**src/include/debug_control_access_port_defs.vh**
```
// constants for the control access port and its serial link
`ifndef DEBUG_CONTROL_ACCESS_PORT_DEFS_VH
`define DEBUG_CONTROL_ACCESS_PORT_DEFS_VH

// =====================================================
// control access port register offsets
`define CAP_OFS_SOFT_RESET 8'h00
`define CAP_OFS_MASS_ERASE 8'h04
`define CAP_OFS_ERASE_STATUS 8'h08
`define CAP_OFS_PROTECT_STATUS 8'h0C
`define CAP_OFS_IDENT 8'hFC

// =====================================================
// field positions and values
`define CAP_CMD_BIT 0
`define CAP_RESET_VALUE 32'h00000000
`define IDENT_CLASS_NONE 4'h0
`define IDENT_CLASS_MEMORY 4'h8
// arbitrary identity values
`define IDENT_REVISION 4'h1
`define IDENT_MAKER_BANK 4'h0
`define IDENT_MAKER_CODE 7'h00
`define IDENT_PORT_ID 8'h01
`define DP_IDENT_WORD 32'h10000001

// =====================================================
// debug port side
`define CAP_PORT_SELECT 8'h01
`define DP_ADDR_IDENT 2'h0
`define DP_ADDR_CTRL 2'h1
`define DP_ADDR_SELECT 2'h2
`define DP_ADDR_RDBUF 2'h3
`define DP_DBG_PWR_REQ_BIT 28
`define DP_SYS_PWR_REQ_BIT 30
`define ACK_OK 3'b001
`define ACK_FAULT 3'b100

// =====================================================
// link timing counts
`define REQ_BITS 6'd8
`define DATA_BITS 6'd32
`define LINE_RESET_ONES 6'd50

`endif

```
**src/verilog/debug_control_access_port.v**
```verilog
// control access port behind a minimal two-wire serial debug port
// Function
// - control port works regardless of port protection
// - soft reset bit holds device in reset
// - writing one to erase starts full erase
// - erase status reads one while erase busy
// - protection status reads zero while protected
// - identification word with revision, maker, class, id
// - protection status follows the port_protection input; erase does not change it
`include "debug_control_access_port_defs.vh"

module debug_control_access_port (
  input wire clk_sys,
  input wire reset,
  input wire swdclk,
  input wire swdio_in,
  output reg swdio_out,
  output reg swdio_oe,
  input wire port_protection,
  input wire erase_done,
  output reg soft_reset,
  output reg erase_start,
  output reg erase_busy,
  output reg power_up_request
);

  // =====================================================
  // link states
  localparam ST_REQ = 3'd0;
  localparam ST_TRN1 = 3'd1;
  localparam ST_ACK = 3'd2;
  localparam ST_RDATA = 3'd3;
  localparam ST_TRNR = 3'd4;
  localparam ST_TRNW = 3'd5;
  localparam ST_WDATA = 3'd6;

  wire rise;
  wire io;
  reg [2:0] state_reg;
  reg [5:0] cnt_reg;
  reg [5:0] ones_reg;
  reg [6:0] req_sh_reg;
  reg [32:0] wsh_reg;
  reg ap_reg;
  reg rnw_reg;
  reg [1:0] addr_reg;
  reg [2:0] ack_reg;
  reg [31:0] rdata_reg;
  reg [31:0] rdbuf_reg;
  reg [7:0] apsel_reg;
  reg [3:0] bank_reg;
  reg [1:0] pwr_reg;

  // =====================================================
  // pin synchronisers
  swd_pin_sync u_sync (
    .clk_sys(clk_sys),
    .reset(reset),
    .swdclk(swdclk),
    .swdio_in(swdio_in),
    .clk_rise(rise),
    .io_level(io)
  );

  // =====================================================
  // request decode
  wire [7:0] req_full = {io, req_sh_reg};
  wire req_valid = (req_full[5] == ^req_full[4:1]) && !req_full[6] && req_full[7];
  wire [7:0] ap_offset = {bank_reg, addr_reg, 2'b00};
  wire ours = (apsel_reg == `CAP_PORT_SELECT) && power_up_request;
  wire [32:0] wfull = {io, wsh_reg[32:1]};
  wire wpar_ok = (wfull[32] == ^wfull[31:0]);

  // =====================================================
  // register read values
  reg [31:0] ap_value;
  reg [31:0] dp_value;
  always @* begin
    ap_value = 32'h00000000;
    if (ours) begin
      case (ap_offset)
        `CAP_OFS_SOFT_RESET: ap_value = {31'h00000000, soft_reset};
        `CAP_OFS_ERASE_STATUS: ap_value = {31'h00000000, erase_busy};
        `CAP_OFS_PROTECT_STATUS: ap_value = {31'h00000000, ~port_protection};
        `CAP_OFS_IDENT: ap_value = {`IDENT_REVISION, `IDENT_MAKER_BANK, `IDENT_MAKER_CODE,
                                    `IDENT_CLASS_NONE, 5'h00, `IDENT_PORT_ID};
        default: ap_value = 32'h00000000;
      endcase
    end
    case (addr_reg)
      `DP_ADDR_IDENT: dp_value = `DP_IDENT_WORD;
      `DP_ADDR_CTRL: dp_value = {pwr_reg[1], pwr_reg[1], pwr_reg[0], pwr_reg[0], 28'h0000000};
      `DP_ADDR_RDBUF: dp_value = rdbuf_reg;
      default: dp_value = 32'h00000000;
    endcase
  end

  // =====================================================
  // serial engine and registers
  always @(posedge clk_sys) begin
    if (reset) begin
      state_reg <= ST_REQ;
      cnt_reg <= 6'd0;
      ones_reg <= 6'd0;
      req_sh_reg <= 7'h00;
      wsh_reg <= 33'h000000000;
      ap_reg <= 1'b0;
      rnw_reg <= 1'b0;
      addr_reg <= 2'b00;
      ack_reg <= `ACK_OK;
      rdata_reg <= 32'h00000000;
      rdbuf_reg <= 32'h00000000;
      apsel_reg <= 8'h00;
      bank_reg <= 4'h0;
      pwr_reg <= 2'b00;
      swdio_out <= 1'b0;
      swdio_oe <= 1'b0;
      soft_reset <= 1'b0;
      erase_start <= 1'b0;
      erase_busy <= 1'b0;
      power_up_request <= 1'b0;
    end else begin
      erase_start <= 1'b0;
      power_up_request <= pwr_reg[0] | pwr_reg[1];
      if (erase_done && !erase_start) begin
        erase_busy <= 1'b0;
      end
      if (rise) begin
        if (!swdio_oe) begin
          ones_reg <= io ? ((ones_reg == `LINE_RESET_ONES) ? ones_reg : ones_reg + 6'd1) : 6'd0;
        end
        if (!swdio_oe && io && ones_reg == `LINE_RESET_ONES - 6'd1) begin
          state_reg <= ST_REQ;
          cnt_reg <= 6'd0;
        end else begin
          case (state_reg)
            ST_REQ: begin
              if (cnt_reg == 6'd0 && !io) begin
                cnt_reg <= 6'd0;
              end else if (cnt_reg == `REQ_BITS - 6'd1) begin
                cnt_reg <= 6'd0;
                if (req_valid) begin
                  ap_reg <= req_full[1];
                  rnw_reg <= req_full[2];
                  addr_reg <= req_full[4:3];
                  state_reg <= ST_TRN1;
                end
              end else begin
                req_sh_reg <= {io, req_sh_reg[6:1]};
                cnt_reg <= cnt_reg + 6'd1;
              end
            end
            ST_TRN1: begin
              if (ap_reg && !ours && !(apsel_reg == `CAP_PORT_SELECT)) begin
                ack_reg <= `ACK_OK;
                swdio_out <= 1'b1;
              end else if (ap_reg && !power_up_request) begin
                ack_reg <= `ACK_FAULT;
                swdio_out <= 1'b0;
              end else begin
                ack_reg <= `ACK_OK;
                swdio_out <= 1'b1;
              end
              swdio_oe <= 1'b1;
              rdata_reg <= ap_reg ? rdbuf_reg : dp_value;
              if (ap_reg && rnw_reg) begin
                rdbuf_reg <= ap_value;
              end
              cnt_reg <= 6'd1;
              state_reg <= ST_ACK;
            end
            ST_ACK: begin
              if (cnt_reg < 6'd3) begin
                swdio_out <= ack_reg[cnt_reg[1:0]];
                cnt_reg <= cnt_reg + 6'd1;
              end else if (ack_reg == `ACK_OK && rnw_reg) begin
                swdio_out <= rdata_reg[0];
                cnt_reg <= 6'd1;
                state_reg <= ST_RDATA;
              end else begin
                swdio_oe <= 1'b0;
                cnt_reg <= 6'd0;
                state_reg <= (ack_reg == `ACK_OK) ? ST_TRNW : ST_TRNR;
              end
            end
            ST_RDATA: begin
              if (cnt_reg < `DATA_BITS) begin
                swdio_out <= rdata_reg[cnt_reg[4:0]];
                cnt_reg <= cnt_reg + 6'd1;
              end else if (cnt_reg == `DATA_BITS) begin
                swdio_out <= ^rdata_reg;
                cnt_reg <= cnt_reg + 6'd1;
              end else begin
                swdio_oe <= 1'b0;
                cnt_reg <= 6'd0;
                state_reg <= ST_TRNR;
              end
            end
            ST_TRNR: begin
              state_reg <= ST_REQ;
            end
            ST_TRNW: begin
              cnt_reg <= 6'd0;
              state_reg <= ST_WDATA;
            end
            ST_WDATA: begin
              wsh_reg <= wfull;
              if (cnt_reg == `DATA_BITS) begin
                cnt_reg <= 6'd0;
                state_reg <= ST_REQ;
                if (wpar_ok && !ap_reg) begin
                  if (addr_reg == `DP_ADDR_CTRL) begin
                    pwr_reg <= {wfull[`DP_SYS_PWR_REQ_BIT], wfull[`DP_DBG_PWR_REQ_BIT]};
                  end else if (addr_reg == `DP_ADDR_SELECT) begin
                    apsel_reg <= wfull[31:24];
                    bank_reg <= wfull[7:4];
                  end
                end else if (wpar_ok && ours) begin
                  if (ap_offset == `CAP_OFS_SOFT_RESET) begin
                    soft_reset <= wfull[`CAP_CMD_BIT];
                  end else if (ap_offset == `CAP_OFS_MASS_ERASE && wfull[`CAP_CMD_BIT] && !erase_busy) begin
                    erase_start <= 1'b1;
                    erase_busy <= 1'b1;
                  end
                end
              end else begin
                cnt_reg <= cnt_reg + 6'd1;
              end
            end
            default: begin
              state_reg <= ST_REQ;
            end
          endcase
        end
      end
    end
  end

endmodule // debug_control_access_port

```
**src/verilog/swd_pin_sync.v**
```verilog
// two-flop synchronisers for the serial debug pins, with clock edge detect
module swd_pin_sync (
  input wire clk_sys,
  input wire reset,
  input wire swdclk,
  input wire swdio_in,
  output reg clk_rise,
  output reg io_level
);

  reg clk_meta_reg;
  reg clk_sync_reg;
  reg clk_last_reg;
  reg io_meta_reg;

  always @(posedge clk_sys) begin
    if (reset) begin
      clk_meta_reg <= 1'b0;
      clk_sync_reg <= 1'b0;
      clk_last_reg <= 1'b0;
      io_meta_reg <= 1'b1;
      io_level <= 1'b1;
      clk_rise <= 1'b0;
    end else begin
      clk_meta_reg <= swdclk;
      clk_sync_reg <= clk_meta_reg;
      clk_last_reg <= clk_sync_reg;
      io_meta_reg <= swdio_in;
      io_level <= io_meta_reg;
      clk_rise <= clk_sync_reg & ~clk_last_reg;
    end
  end

endmodule // swd_pin_sync

```
**config.mk**
```make
export PLATFORM = sky130hd
export DESIGN_NAME = debug_control_access_port
export DESIGN_NICKNAME = d
export VERILOG_FILES = /design/src/verilog/debug_control_access_port.v /design/src/verilog/swd_pin_sync.v
export VERILOG_INCLUDE_DIRS = /design/src /design/src/include
export SDC_FILE = /design/constraint.sdc
export NUM_CORES = 1
export LEC_CHECK = 0
export BUFFER_PORTS_ARGS = -buffer_cell sky130_fd_sc_hd__buf_2
export CAP_MARGIN = 20
export CORE_UTILIZATION = 51
export CTS_BUF_LIST = sky130_fd_sc_hd__clkbuf_4
export CTS_CLUSTER_DIAMETER = 150
export DETAILED_ROUTE_END_ITERATION = 10
export GPL_ROUTABILITY_DRIVEN = 0
export PLACE_DENSITY = 0.64
export SYNTH_ARGS = -nofsm -noshare
export SYNTH_HDL_FRONTEND = slang
export SYNTH_SLANG_ARGS = --single-unit
export TNS_END_PERCENT = 20
```
**constraint.sdc**
```tcl
create_clock -name clk_sys -period 5 [get_ports clk_sys]
set_clock_uncertainty 0.1 [all_clocks]
set_input_delay 0 -clock clk_sys [delete_from_list [all_inputs] [get_ports clk_sys]]
set_output_delay 0 -clock clk_sys [all_outputs]
set_load 0.01 [all_outputs]
```
== After elaboration in Yosys (flattened, before gate mapping) ==
Cells that the tools add are included.
Word-level totals
  flip-flop bits (word level): 152
  bits of input ports: 6
  output and inout port bits: 6
  word-level logic and storage cells: 182
Operators by class
  $add $sub $neg: 2
  $lt $le $gt $ge: 4
  eq/ne operators: 34
  mux-type cells: 54
  bitwise gates (word level): 14
  reduce and logical (&&, ||, !) cells: 48
Operator list (count)
  $pmux W29 S4: 1
  $pmux W32 S3: 1
  $reduce_xor A32 Y1: 2
  $mux W6: 9
  $pmux W6 S6: 1
  $mux W3: 11
  $mux W32: 1
  $mux W29: 1
  $ne A3 B3 Y1 const B: 9
  $eq A6 B6 Y1 const B: 4
  $mux W1: 24
  $reduce_and A7 Y1: 3
  $pmux W3 S6: 1
  $logic_and A1 B1 Y1: 16
  $add A6 B1 Y6 const B: 2
  $eq A6 B2 Y1 const B: 2
  $not A1 Y1: 12
  $reduce_and A6 Y1: 2
  $ne A2 B2 Y1 const B: 5
  $reduce_and A5 Y1: 2
  $logic_not A1 Y1: 9
  $reduce_and A3 Y1: 3
  $eq A8 B1 Y1 const B: 1
  $logic_not A8 Y1: 1
  27 further kinds: 33

== Longest topological paths before layout ==
Gate-level depths: netlist of the first run.
  word-level depth: 11
  mapped depth: 9
  gate-level depth less buffers: 8

== By module ==
From an unflattened synthesis of the first run, not the netlist that was laid out.
Second synthesis, totals
  cells, all modules: 541
  area total of the unflattened synthesis: 4586.9 µm²
By module, submodules not included
  debug_control_access_port: instances 1, cells an instance 529, area each 4428.0 µm², seq. area each 1701.6 µm²
  swd_pin_sync: instances 1, cells an instance 12, area each 158.9 µm², seq. area each 120.1 µm²

== Worst setup path after synthesis of the first run ==
No wires, ideal clock.
  kind: reg2reg
  from: register ones_reg[1]
  to: register apsel_reg[0]
  library setup time: 72 ps
  data arrival time: 2064 ps
  required time: 4828 ps
  slack: 2764 ps
  cell stages (with the launch flop): 10
  path buffers: 1
  clock period less this slack: 2236 ps
  cells stage by stage: dfxtp_1 -> inv_1 -> ha_1 -> nor4b_1 -> a2111oi_4 -> nand2_1 -> nor3b_1 -> mux2_4 -> buf_6 -> mux2i_1
Between the ends
  longest elaborated chain between the ends: 4
RTL lines
  start: declaration: line debug_control_access_port.v:41  | reg [5:0] ones_reg;
  start signal: assignment: line debug_control_access_port.v:130  | ones_reg <= io ? ((ones_reg == `LINE_RESET_ONES) ? ones_reg : ones_reg + 6'd1) : 6'd0;
  $eq A6 B6 Y1: line debug_control_access_port.v:132  | if (!swdio_oe && io && ones_reg == `LINE_RESET_ONES - 6'd1) begin
  $logic_and A1 B1 Y1: line debug_control_access_port.v:132
  $not A1 Y1 (no source line)
  $reduce_and A7 Y1 (no source line)
  end signal: assignment: line debug_control_access_port.v:215  | apsel_reg <= wfull[31:24];
  end: declaration: line debug_control_access_port.v:50  | reg [7:0] apsel_reg;
No other way between the ends.
A chain may end at the register's enable or synchronous reset.

== Worst setup path after layout of the first run ==
  from: register state_reg[1]
  to: register apsel_reg[0]
Between the ends
  longest elaborated chain between the ends: 2
RTL lines
  start: declaration: line debug_control_access_port.v:39  | reg [2:0] state_reg;
  start signal: assignment: line debug_control_access_port.v:183  | state_reg <= (ack_reg == `ACK_OK) ? ST_TRNW : ST_TRNR;
  $eq A3 B3 Y1: line debug_control_access_port.v:136  | case (state_reg)
  $reduce_and A7 Y1 (no source line)
No other way between the ends.

==> flow_summary.ini, run 1 <==
[sta]
holdWs_ps = 261
max-slew-margin-rel_pct = 50.0
final.period_utilization_pct = 59.2
finalWorstPathRequiredPeriod_ps = 2960
grt_setup_unrepaired = no
final_max_slew_viol_count = 0
final.setup.tns_ps = 0
worst_margin_slew_ps = 750
fmaxAchievable_mhz = 338
finalSetupViolations = 0
postLayoutSetupSlackWorst_ps = 2040
finalHoldViolations = 0

[clocking]
clock_tree_from_tritoncts = done
clk_latency_ps = 440
cts.sink_count = 91
clock_tree.buffer_depth = 2
cts_htree_levels = 3
ctsHoldBuffers = 7
cts_repair_resize_count = 0
cts.reportedPaths.clkPinSlew_ps = 160
cts_made_buffers = 9
clock_tree_root_driver_cell = sky130_fd_sc_hd__clkbuf_4
post_cts.repair.setup_buffers = 0

[synth]
synth_area_um2 = 4610
synth_async_sr_flop_share_pct = 0
synthDistinctLibCells = 52
synth-main-ff-cell = sky130_fd_sc_hd__dfxtp_1
synth_enable_flop_cells = 0
synth_fp_nets = 521
synthCells = 510
synth_seq_area_share_pct = 39.5
synth.yosys.warnings = 0
yosys_register_bits = 91
syn_area_per_cell_um2 = 9.05

[placement]
buffer_ports.inserted = 11
place_area_um2 = 4710
placed_cells = 604
placement.setup.worst_slack_ps = 2140
detailedPlacementHpwl_um = 6400

[drt]
total_vias_in_the_final_route = 3506
drc_violations_left = 0
drt_first_pass_iters = 4
detail_route.wirelength_um = 9230
first_iter_violations = 156
vias_per_cell = 5.60
avgRoutedWirePerCell_um = 14.7
postRouteAntennaNets = 0

[layout]
layout.cells.most_common = sky130_fd_sc_hd__dfxtp_1
final_cell_area_um2 = 4910
stdcell_count = 626
antenna-diode-count = 0
largest_register_ff_count = 32
final_nets = 525
synthToLayoutAreaGrowth_pct = 6.51
drive_above_1_share_pct = 7.72
postLayoutCoreUtil_pct = 56.3
highest_count_cells_in_the_layout_ignoring_fill_and_taps = sky130_fd_sc_hd__dfxtp_1, sky130_fd_sc_hd__nor2_1, sky130_fd_sc_hd__mux2i_1

[outcome]
outcome = completed

[setup_path]
critPathArrivalTime_ps = 3220
setup.worst_path.class = reg2reg
worst_setup_path_start_kind = flip-flop
worst_path_largest_cell_delay_ps = 620
cpMaxStageDelayCell = sky130_fd_sc_hd__dfxtp_1
worstPathRequired_ps = 5260
endpoint_kind = flip-flop
critical_path_peak_fanout = 33
reg_to_reg_setup_timing_slack_ps = 2040
worstPathCellList = nand2b_1 > a2111oi_4 > buf_4 > nand2_1 > nor3b_1 > mux2_4 > mux2i_1

[die]
die_w_um = 97.1
die_h_um = 97.1
fp_rows = 34
io_pins = 12
fp.dieArea_um2 = 9430
placeableCoreArea_um2 = 8720
floorplan.initialDensity_pct = 52.9

[pwr]
total_power_mw = 1.18
pwr-share-clk_pct = 34.8
power.share.switching_pct = 23.5
comb_power_share_pct = 3.2
irDropWorstVdd_mv = 0.138
total_switching_power_mw = 0.277
cellPowerDensity_nw_per_um2 = 240
power.sequential.fraction_pct = 62.0
internal_power_mw = 0.903
leakagePower_nw = 1.68

[global_route]
first_global_vias = 3536
grtUsageTotal_pct = 20.8
grt_max_degree = 84
grt_pass1_wl_um = 16200
grt_antenna_before_repair = 0
overflow = 0

[run]
max_cap_check_violation_count = 0

[min_path]
worstHoldPathType = in2reg
[cell type report]
class	count	area, µm²
sequential	91	1820
clock buffer	10	75.1
fill	796	3810
multi-input combinational	379	2630
tap	108	135
timing repair buffer	21	148
inverter	12	45.0
clock inverter	5	62.6
[cell families (layout without fill, tap and decap cells)]
logic type	Yosys count	after routing	synth area share, %
and+or+nand+nor	203	203	22.9
DFF	91	91	39.5
AOI/OAI and AO/OA	65	65	9.57
muxes	65	65	14.2
xor gates and xnor gates	41	41	8.87
buffers and inverters	40	48	3.58
adders and majority gates	5	5	1.36
[critical path: cells and delay by family (launching register included)]
kind                   cells  cell delay, ps
buffers and inverters      1             490
AOI/OAI and AO/OA          1             360
and+or+nand+nor            3             740
DFF                        1             620
muxes                      2             560
[per-layer routing]
layer / up-vias / track usage, % / part of all wire, %
li1: 1790 / - / -
met1: 1622 / 26.5 / 47
met2: 71 / 34.6 / 47
met3: 23 / 3.02 / 3.3
met4: 0 / 9.99 / 2.5
met5: - / 0 / 0
[power groups by stage]
stage | Sequential [mW] | Combinational (mW) | Clock [mW]
finish | 0.731 | 0.0378 | 0.411
global route | 0.732 | 0.0421 | 0.449
CTS | 0.732 | 0.0377 | 0.428
detailed placement | 0.747 | 0.0336 | 0
global placement | 0.747 | 0.0333 | 0
floorplan | 0.745 | 0.0278 | 0
[final timing paths]
| kind | from | endpoint | cells after the start |
|---|---|---|---|
| worst max register to register | state_reg[1] | apsel_reg[0] | 7 |
| worst max-delay path | state_reg[1] | apsel_reg[0] | 7 |
| worst min-delay path | erase_done | erase_busy | 4 |
| worst min register to register | u_sync.clk_last_reg | u_sync.clk_rise | 1 |
[cell usage after synthesis, drive strengths merged, types with 5 or more instances]
| master | count | share of area [%] |
|---|---|---|
| xor2 | 8 | 1.5 |
| inv | 12 | 0.98 |
| nor3 | 11 | 1.2 |
| and2 | 6 | 0.81 |
| clkbuf | 21 | 1.7 |
| nor2 | 69 | 5.6 |
| ha | 5 | 1.4 |
| nor4 | 5 | 0.81 |
| a21oi | 23 | 2.5 |
| xnor2 | 30 | 5.9 |
| dfxtp | 91 | 39 |
| nand4 | 7 | 0.95 |
| mux2i | 64 | 14 |
| and3 | 6 | 0.81 |
| a211oi | 7 | 1.2 |
| o21ai | 13 | 1.4 |
| buf | 7 | 0.90 |
| nand3 | 13 | 1.4 |
| nand2b | 37 | 5.0 |
| nor3b | 5 | 0.81 |
| nand2 | 19 | 1.5 |
| nor2b | 8 | 1.1 |
Note: power is estimated with default switching activity, not from simulation.
==> run 2: changes to the inputs <==
ABC_AREA = 1   (was not set)
PLACE_DENSITY = 0.67   (was 0.64)
clock period = 2.4 ns   (was 5 ns; I/O delays follow)
==> flow_summary.ini, run 2 <==
[synth]
netlist.area_leader.share_pct = 38.5
synth_commonest_cells = sky130_fd_sc_hd__nand2_1, sky130_fd_sc_hd__nor2_1, sky130_fd_sc_hd__dfxtp_1, sky130_fd_sc_hd__inv_1, sky130_fd_sc_hd__o21ai_0
synthCells = 702
synth.top_cells.by_area = sky130_fd_sc_hd__dfxtp_1, sky130_fd_sc_hd__nand2_1, sky130_fd_sc_hd__nor2_1
syn_area_per_cell_um2 = 6.73
synth_seq_area_share_pct = 38.5
synth_async_sr_flop_share_pct = 0
synth.yosys.warnings = 0
synthDistinctLibCells = 39
yosys.area.top_type = sky130_fd_sc_hd__dfxtp_1
synth_fp_nets = 713
yosys_register_bits = 91
synth.most_common_cell = sky130_fd_sc_hd__nand2_1
synth_enable_flop_cells = 0
synth-main-ff-cell = sky130_fd_sc_hd__dfxtp_1
synth_area_um2 = 4730

[layout]
layout.cells.most_common = sky130_fd_sc_hd__nand2_1
final_cell_area_um2 = 5100
largest_register_ff_count = 32
drive_above_1_share_pct = 8.88
synthToLayoutAreaGrowth_pct = 7.84
antenna-diode-count = 0
fillerInstances = 863
highest_count_cells_in_the_layout_ignoring_fill_and_taps = sky130_fd_sc_hd__nand2_1, sky130_fd_sc_hd__nor2_1, sky130_fd_sc_hd__dfxtp_1
final_nets = 727

[clocking]
clock_tree.buffer_depth = 2
clock_tree_root_driver_cell = sky130_fd_sc_hd__clkbuf_4
cts.reportedPaths.clkPinSlew_ps = 140
cts_made_buffers = 9
cts.sink_count = 91
clock_tree_from_tritoncts = done
cts_htree_levels = 3
cts_repair_resize_count = 0
ctsHoldBuffers = 6
post_cts.repair.setup_buffers = 0
clk_latency_ps = 430

[global_route]
grt_antenna_before_repair = 0
grtUsageTotal_pct = 22.2
first_global_vias = 4021
overflow = 0
grt_pass1_wl_um = 17600
grt_max_degree = 64

[sta]
max-slew-margin-rel_pct = 63.7
final.period_utilization_pct = 87.7
finalWorstPathRequiredPeriod_ps = 2100
fmaxAchievable_mhz = 475
final.setup.tns_ps = 0
worst_margin_slew_ps = 539
finalHoldViolations = 0
postLayoutSetupSlackWorst_ps = 295
grt_setup_unrepaired = no
finalSetupViolations = 0
final_max_slew_viol_count = 0

[drt]
first_iter_violations = 139
vias_per_cell = 5.14
detail_route.wirelength_um = 9890
avgRoutedWirePerCell_um = 11.9
postRouteAntennaNets = 0
total_vias_in_the_final_route = 4263
drc_violations_left = 0
drt_first_pass_iters = 7

[pwr]
total_switching_power_mw = 0.585
comb_power_share_pct = 3.4
pwr-share-clk_pct = 37.3
internal_power_mw = 1.99
cellPowerDensity_nw_per_um2 = 505
power.sequential.fraction_pct = 59.4
total_power_mw = 2.57
power.share.switching_pct = 22.7
leakagePower_nw = 2.34
irDropWorstVdd_mv = 0.305

[setup_path]
setup.worst_path.class = reg2reg
critPathArrivalTime_ps = 2350
endpoint_kind = flip-flop
critical_path_peak_fanout = 24
reg_to_reg_setup_timing_slack_ps = 300
worst_setup_path_start_kind = flip-flop
worstPathRequired_ps = 2640

[die]
die_w_um = 98.3
io_pins = 12
die_h_um = 98.3
fp_rows = 34
placeableCoreArea_um2 = 8850
floorplan.initialDensity_pct = 53.4
fp.dieArea_um2 = 9660

[placement]
place_area_um2 = 4870
placement.setup.worst_slack_ps = 304
detailedPlacementHpwl_um = 7090
buffer_ports.inserted = 11

[outcome]
outcome = completed

[min_path]
worstHoldPathType = in2reg

[run]
max_cap_check_violation_count = 0
[run 2: area by class of cell]
| class | count | area (µm²) | share of cell area (%) |
|---|---|---|---|
| Clock buffer | 10 | 75.1 | 1.47 |
| Clock inverter | 6 | 90.1 | 1.77 |
| Inverter | 86 | 323 | 6.33 |
| Multi-Input combinational cell | 506 | 2490 | 48.8 |
| Sequential cell | 91 | 1820 | 35.7 |
| Tap cell | 108 | 135 | 2.65 |
| Timing Repair Buffer | 22 | 165 | 3.24 |
[run 2: power groups by stage]
stage                     clock network, mW  logic [mW]  registers, mW
after global placement                    0      0.0783           1.56
final                                 0.959      0.0867           1.53
after detailed placement                  0      0.0799           1.56
after floorplan                           0      0.0608           1.56
after CTS                             0.990      0.0877           1.53
after global routing                   1.06       0.100           1.53
[run 2: worst paths after layout]
check	endpoint	from	cells after the start
hold reg to reg	u_sync.clk_rise	u_sync.clk_last_reg	1
hold / removal	u_sync.io_meta_reg	swdio_in	3
setup / recovery	apsel_reg[3]	ones_reg[1]	10
setup reg to reg	apsel_reg[3]	ones_reg[1]	10
[run 2: logic make-up after synthesis]
logic type / after synthesis / synth area share [%]
AOI/OAI and AO/OA: 106 / 11.9
xor gates and xnor gates: 27 / 5.00
adders and majority gates: 5 / 1.32
buffers and inverters: 105 / 8.84
DFF: 91 / 38.5
and+or+nand+nor: 368 / 34.3
[run 2: critical path, stage by stage, from the launching register on]
cell                      delay (ps)
sky130_fd_sc_hd__dfxtp_1         430
sky130_fd_sc_hd__inv_1            70
sky130_fd_sc_hd__ha_1            200
sky130_fd_sc_hd__nand4_4         170
sky130_fd_sc_hd__nand3_4          90
sky130_fd_sc_hd__inv_2            80
sky130_fd_sc_hd__nand2_1         100
sky130_fd_sc_hd__nor2_2          150
sky130_fd_sc_hd__nand4_4         360
sky130_fd_sc_hd__nor2_1          210
sky130_fd_sc_hd__nor2_1           60
[run 2: per-stage QoR]
step	hold WS [ps]	instances	util (%)
2_1_floorplan	3.81	702	-
3_3_place_gp	88.1	807	55.0
3_5_place_dp	92.4	807	55.0
4_1_cts	155	829	57.6
5_1_grt	165	829	57.6
6_report	188	829	57.6
[run 2: layer usage]
layer,vias to the layer above,track usage [%],wire length (µm)
met1,1946,26.6,4610
met4,0,6.31,95
li1,2258,-,-
met3,10,4.87,240
met2,49,39.8,4950
met5,-,0,0
==> run 3: changes to the inputs <==
CTS_BUF_LIST = sky130_fd_sc_hd__clkbuf_2 sky130_fd_sc_hd__clkbuf_4 sky130_fd_sc_hd__clkbuf_8   (was sky130_fd_sc_hd__clkbuf_4)
PLACE_DENSITY = 0.64   (was 0.67)
clock period = 1.95 ns   (was 2.4 ns; I/O delays follow)
==> flow_summary.ini, run 3 (synthesis results as in run 2) <==
[layout]
drive_above_1_share_pct = 24.4
fillerInstances = 819
postLayoutCoreUtil_pct = 63.5
highest_count_cells_in_the_layout_ignoring_fill_and_taps = sky130_fd_sc_hd__nand2_1, sky130_fd_sc_hd__nor2_1, sky130_fd_sc_hd__inv_1
synthToLayoutAreaGrowth_pct = 18.9
stdcell_count = 851
largest_register_ff_count = 32
antenna-diode-count = 0
layout.cells.most_common = sky130_fd_sc_hd__nand2_1
final_nets = 750
final_cell_area_um2 = 5620

[setup_path]
worst_setup_path_start_kind = flip-flop
crit_buf_inv = 2
cpMaxStageDelayCell = sky130_fd_sc_hd__dfxtp_2
critical_path_peak_fanout = 4
worst_path_largest_cell_delay_ps = 370
worstPathRequired_ps = 2150
endpoint_kind = flip-flop
setup.worst_path.class = reg2reg
worstPathCellList = inv_2 > nand2_1 > nand2_2 > nand2_2 > nand2_2 > inv_1 > nand2_1 > nand3_2 > nand2_1 > nand2_2 > nand2_2 > nand2_4 > nand4_1 > nand2_1 > nand2_1 > nor2_1
rr_startpoint = wsh_reg[13]
crit_family = simple AND/OR/NAND/NOR gates
critical_path.startpoint = wsh_reg[13]
critPathArrivalTime_ps = 2090

[die]
io_pins = 12
placeableCoreArea_um2 = 8850
floorplan.initialDensity_pct = 53.4
die_w_um = 98.3
fp.dieArea_um2 = 9660
fp_rows = 34
die_h_um = 98.3

[clocking]
cts.reportedPaths.clkPinSlew_ps = 100
cts_htree_levels = 3
cts_made_buffers = 9
clk_latency_ps = 360
clock_tree.buffer_depth = 2
cts.sink_count = 91
clock_tree_from_tritoncts = done
clock_tree_root_driver_cell = sky130_fd_sc_hd__clkbuf_8

[outcome]
outcome = completed

[drt]
detail_route.wirelength_um = 10900
drc_violations_left = 0
total_vias_in_the_final_route = 4448
avgRoutedWirePerCell_um = 12.8
vias_per_cell = 5.23
drt_first_pass_iters = 6
postRouteAntennaNets = 0
first_iter_violations = 245

[placement]
buffer_ports.inserted = 11
placement.setup.worst_slack_ps = -34.9
place_area_um2 = 5000
placed_cells = 824
detailedPlacementHpwl_um = 7550

[sta]
finalWorstPathRequiredPeriod_ps = 1890
fmaxAchievable_mhz = 529
holdWs_ps = 11.0
max-slew-margin-rel_pct = 64.2
final.setup.tns_ps = 0
worst_margin_slew_ps = 533
finalSetupViolations = 0
postLayoutSetupSlackWorst_ps = 59.1
final.period_utilization_pct = 97.0
final_max_slew_viol_count = 0
grt_setup_unrepaired = yes
finalHoldViolations = 0

[min_path]
worstHoldStart = reset
worstHoldPathType = in2reg

[global_route]
grtUsageTotal_pct = 23.3
first_global_vias = 4214
overflow = 0
grt_max_degree = 37
grt_antenna_before_repair = 0
grt_pass1_wl_um = 18500

[pwr]
leakagePower_nw = 2.52
irDropWorstVdd_mv = 0.396
total_power_mw = 3.39
cellPowerDensity_nw_per_um2 = 603

[run]
max_cap_check_violation_count = 0
run 3: cell types whose count changed in the layout (fill, tap and decap cells not counted), sizes merged:
cell,previous run,this run
clkinv,4,3
buf,16,41
dlygate4sd3,6,4
clkbuf,10,9
inv,85,86
run 3: timing repair:
item	in CTS	in global routing
endpoints found under the hold margin	4	0
endpoints found under the setup margin	15	40
resized for setup	7	103
buffers inserted	0	8
pin swaps	0	26
hold buffers	4	0
run 3: power breakdown:
part	switching, mW	internal (mW)	leakage, nW
sequential	0.0115	1.86	0.754
clock	0.689	0.720	0.106
combinational	0.0714	0.0412	1.66
run 3: metal layers:
layer	wire, µm	global-route usage (%)
met1	4830	28.3
met2	5410	41.3
met3	367	3.65
met4	267	9.18
met5	0	0
run 3: path summary, 6_finish.rpt:
kind / end / slack, ps / depth (start not counted)
worst max-delay path: pwr_reg[1] / 60 / 16
worst min-delay path: state_reg[0] / 10 / 3
worst min register to register: u_sync.clk_rise / 300 / 1
worst max register to register: pwr_reg[1] / 60 / 16
run 3: tightest hold or removal path, cell delays in order:
cell,delay (ps)
sky130_fd_sc_hd__buf_2,100
sky130_fd_sc_hd__buf_4,270
sky130_fd_sc_hd__a21oi_1,70
run 3: layout make-up:
cell class / count / area (µm²) / area share, %
well taps: 108 / 135 / 2.40
clock buffers: 9 / 124 / 2.20
inverters: 86 / 325 / 5.79
repair buffers: 45 / 337 / 5.99
multi-input cells: 506 / 2730 / 48.5
flip-flops and latches: 91 / 1880 / 33.5
clock inverters: 6 / 90.1 / 1.60
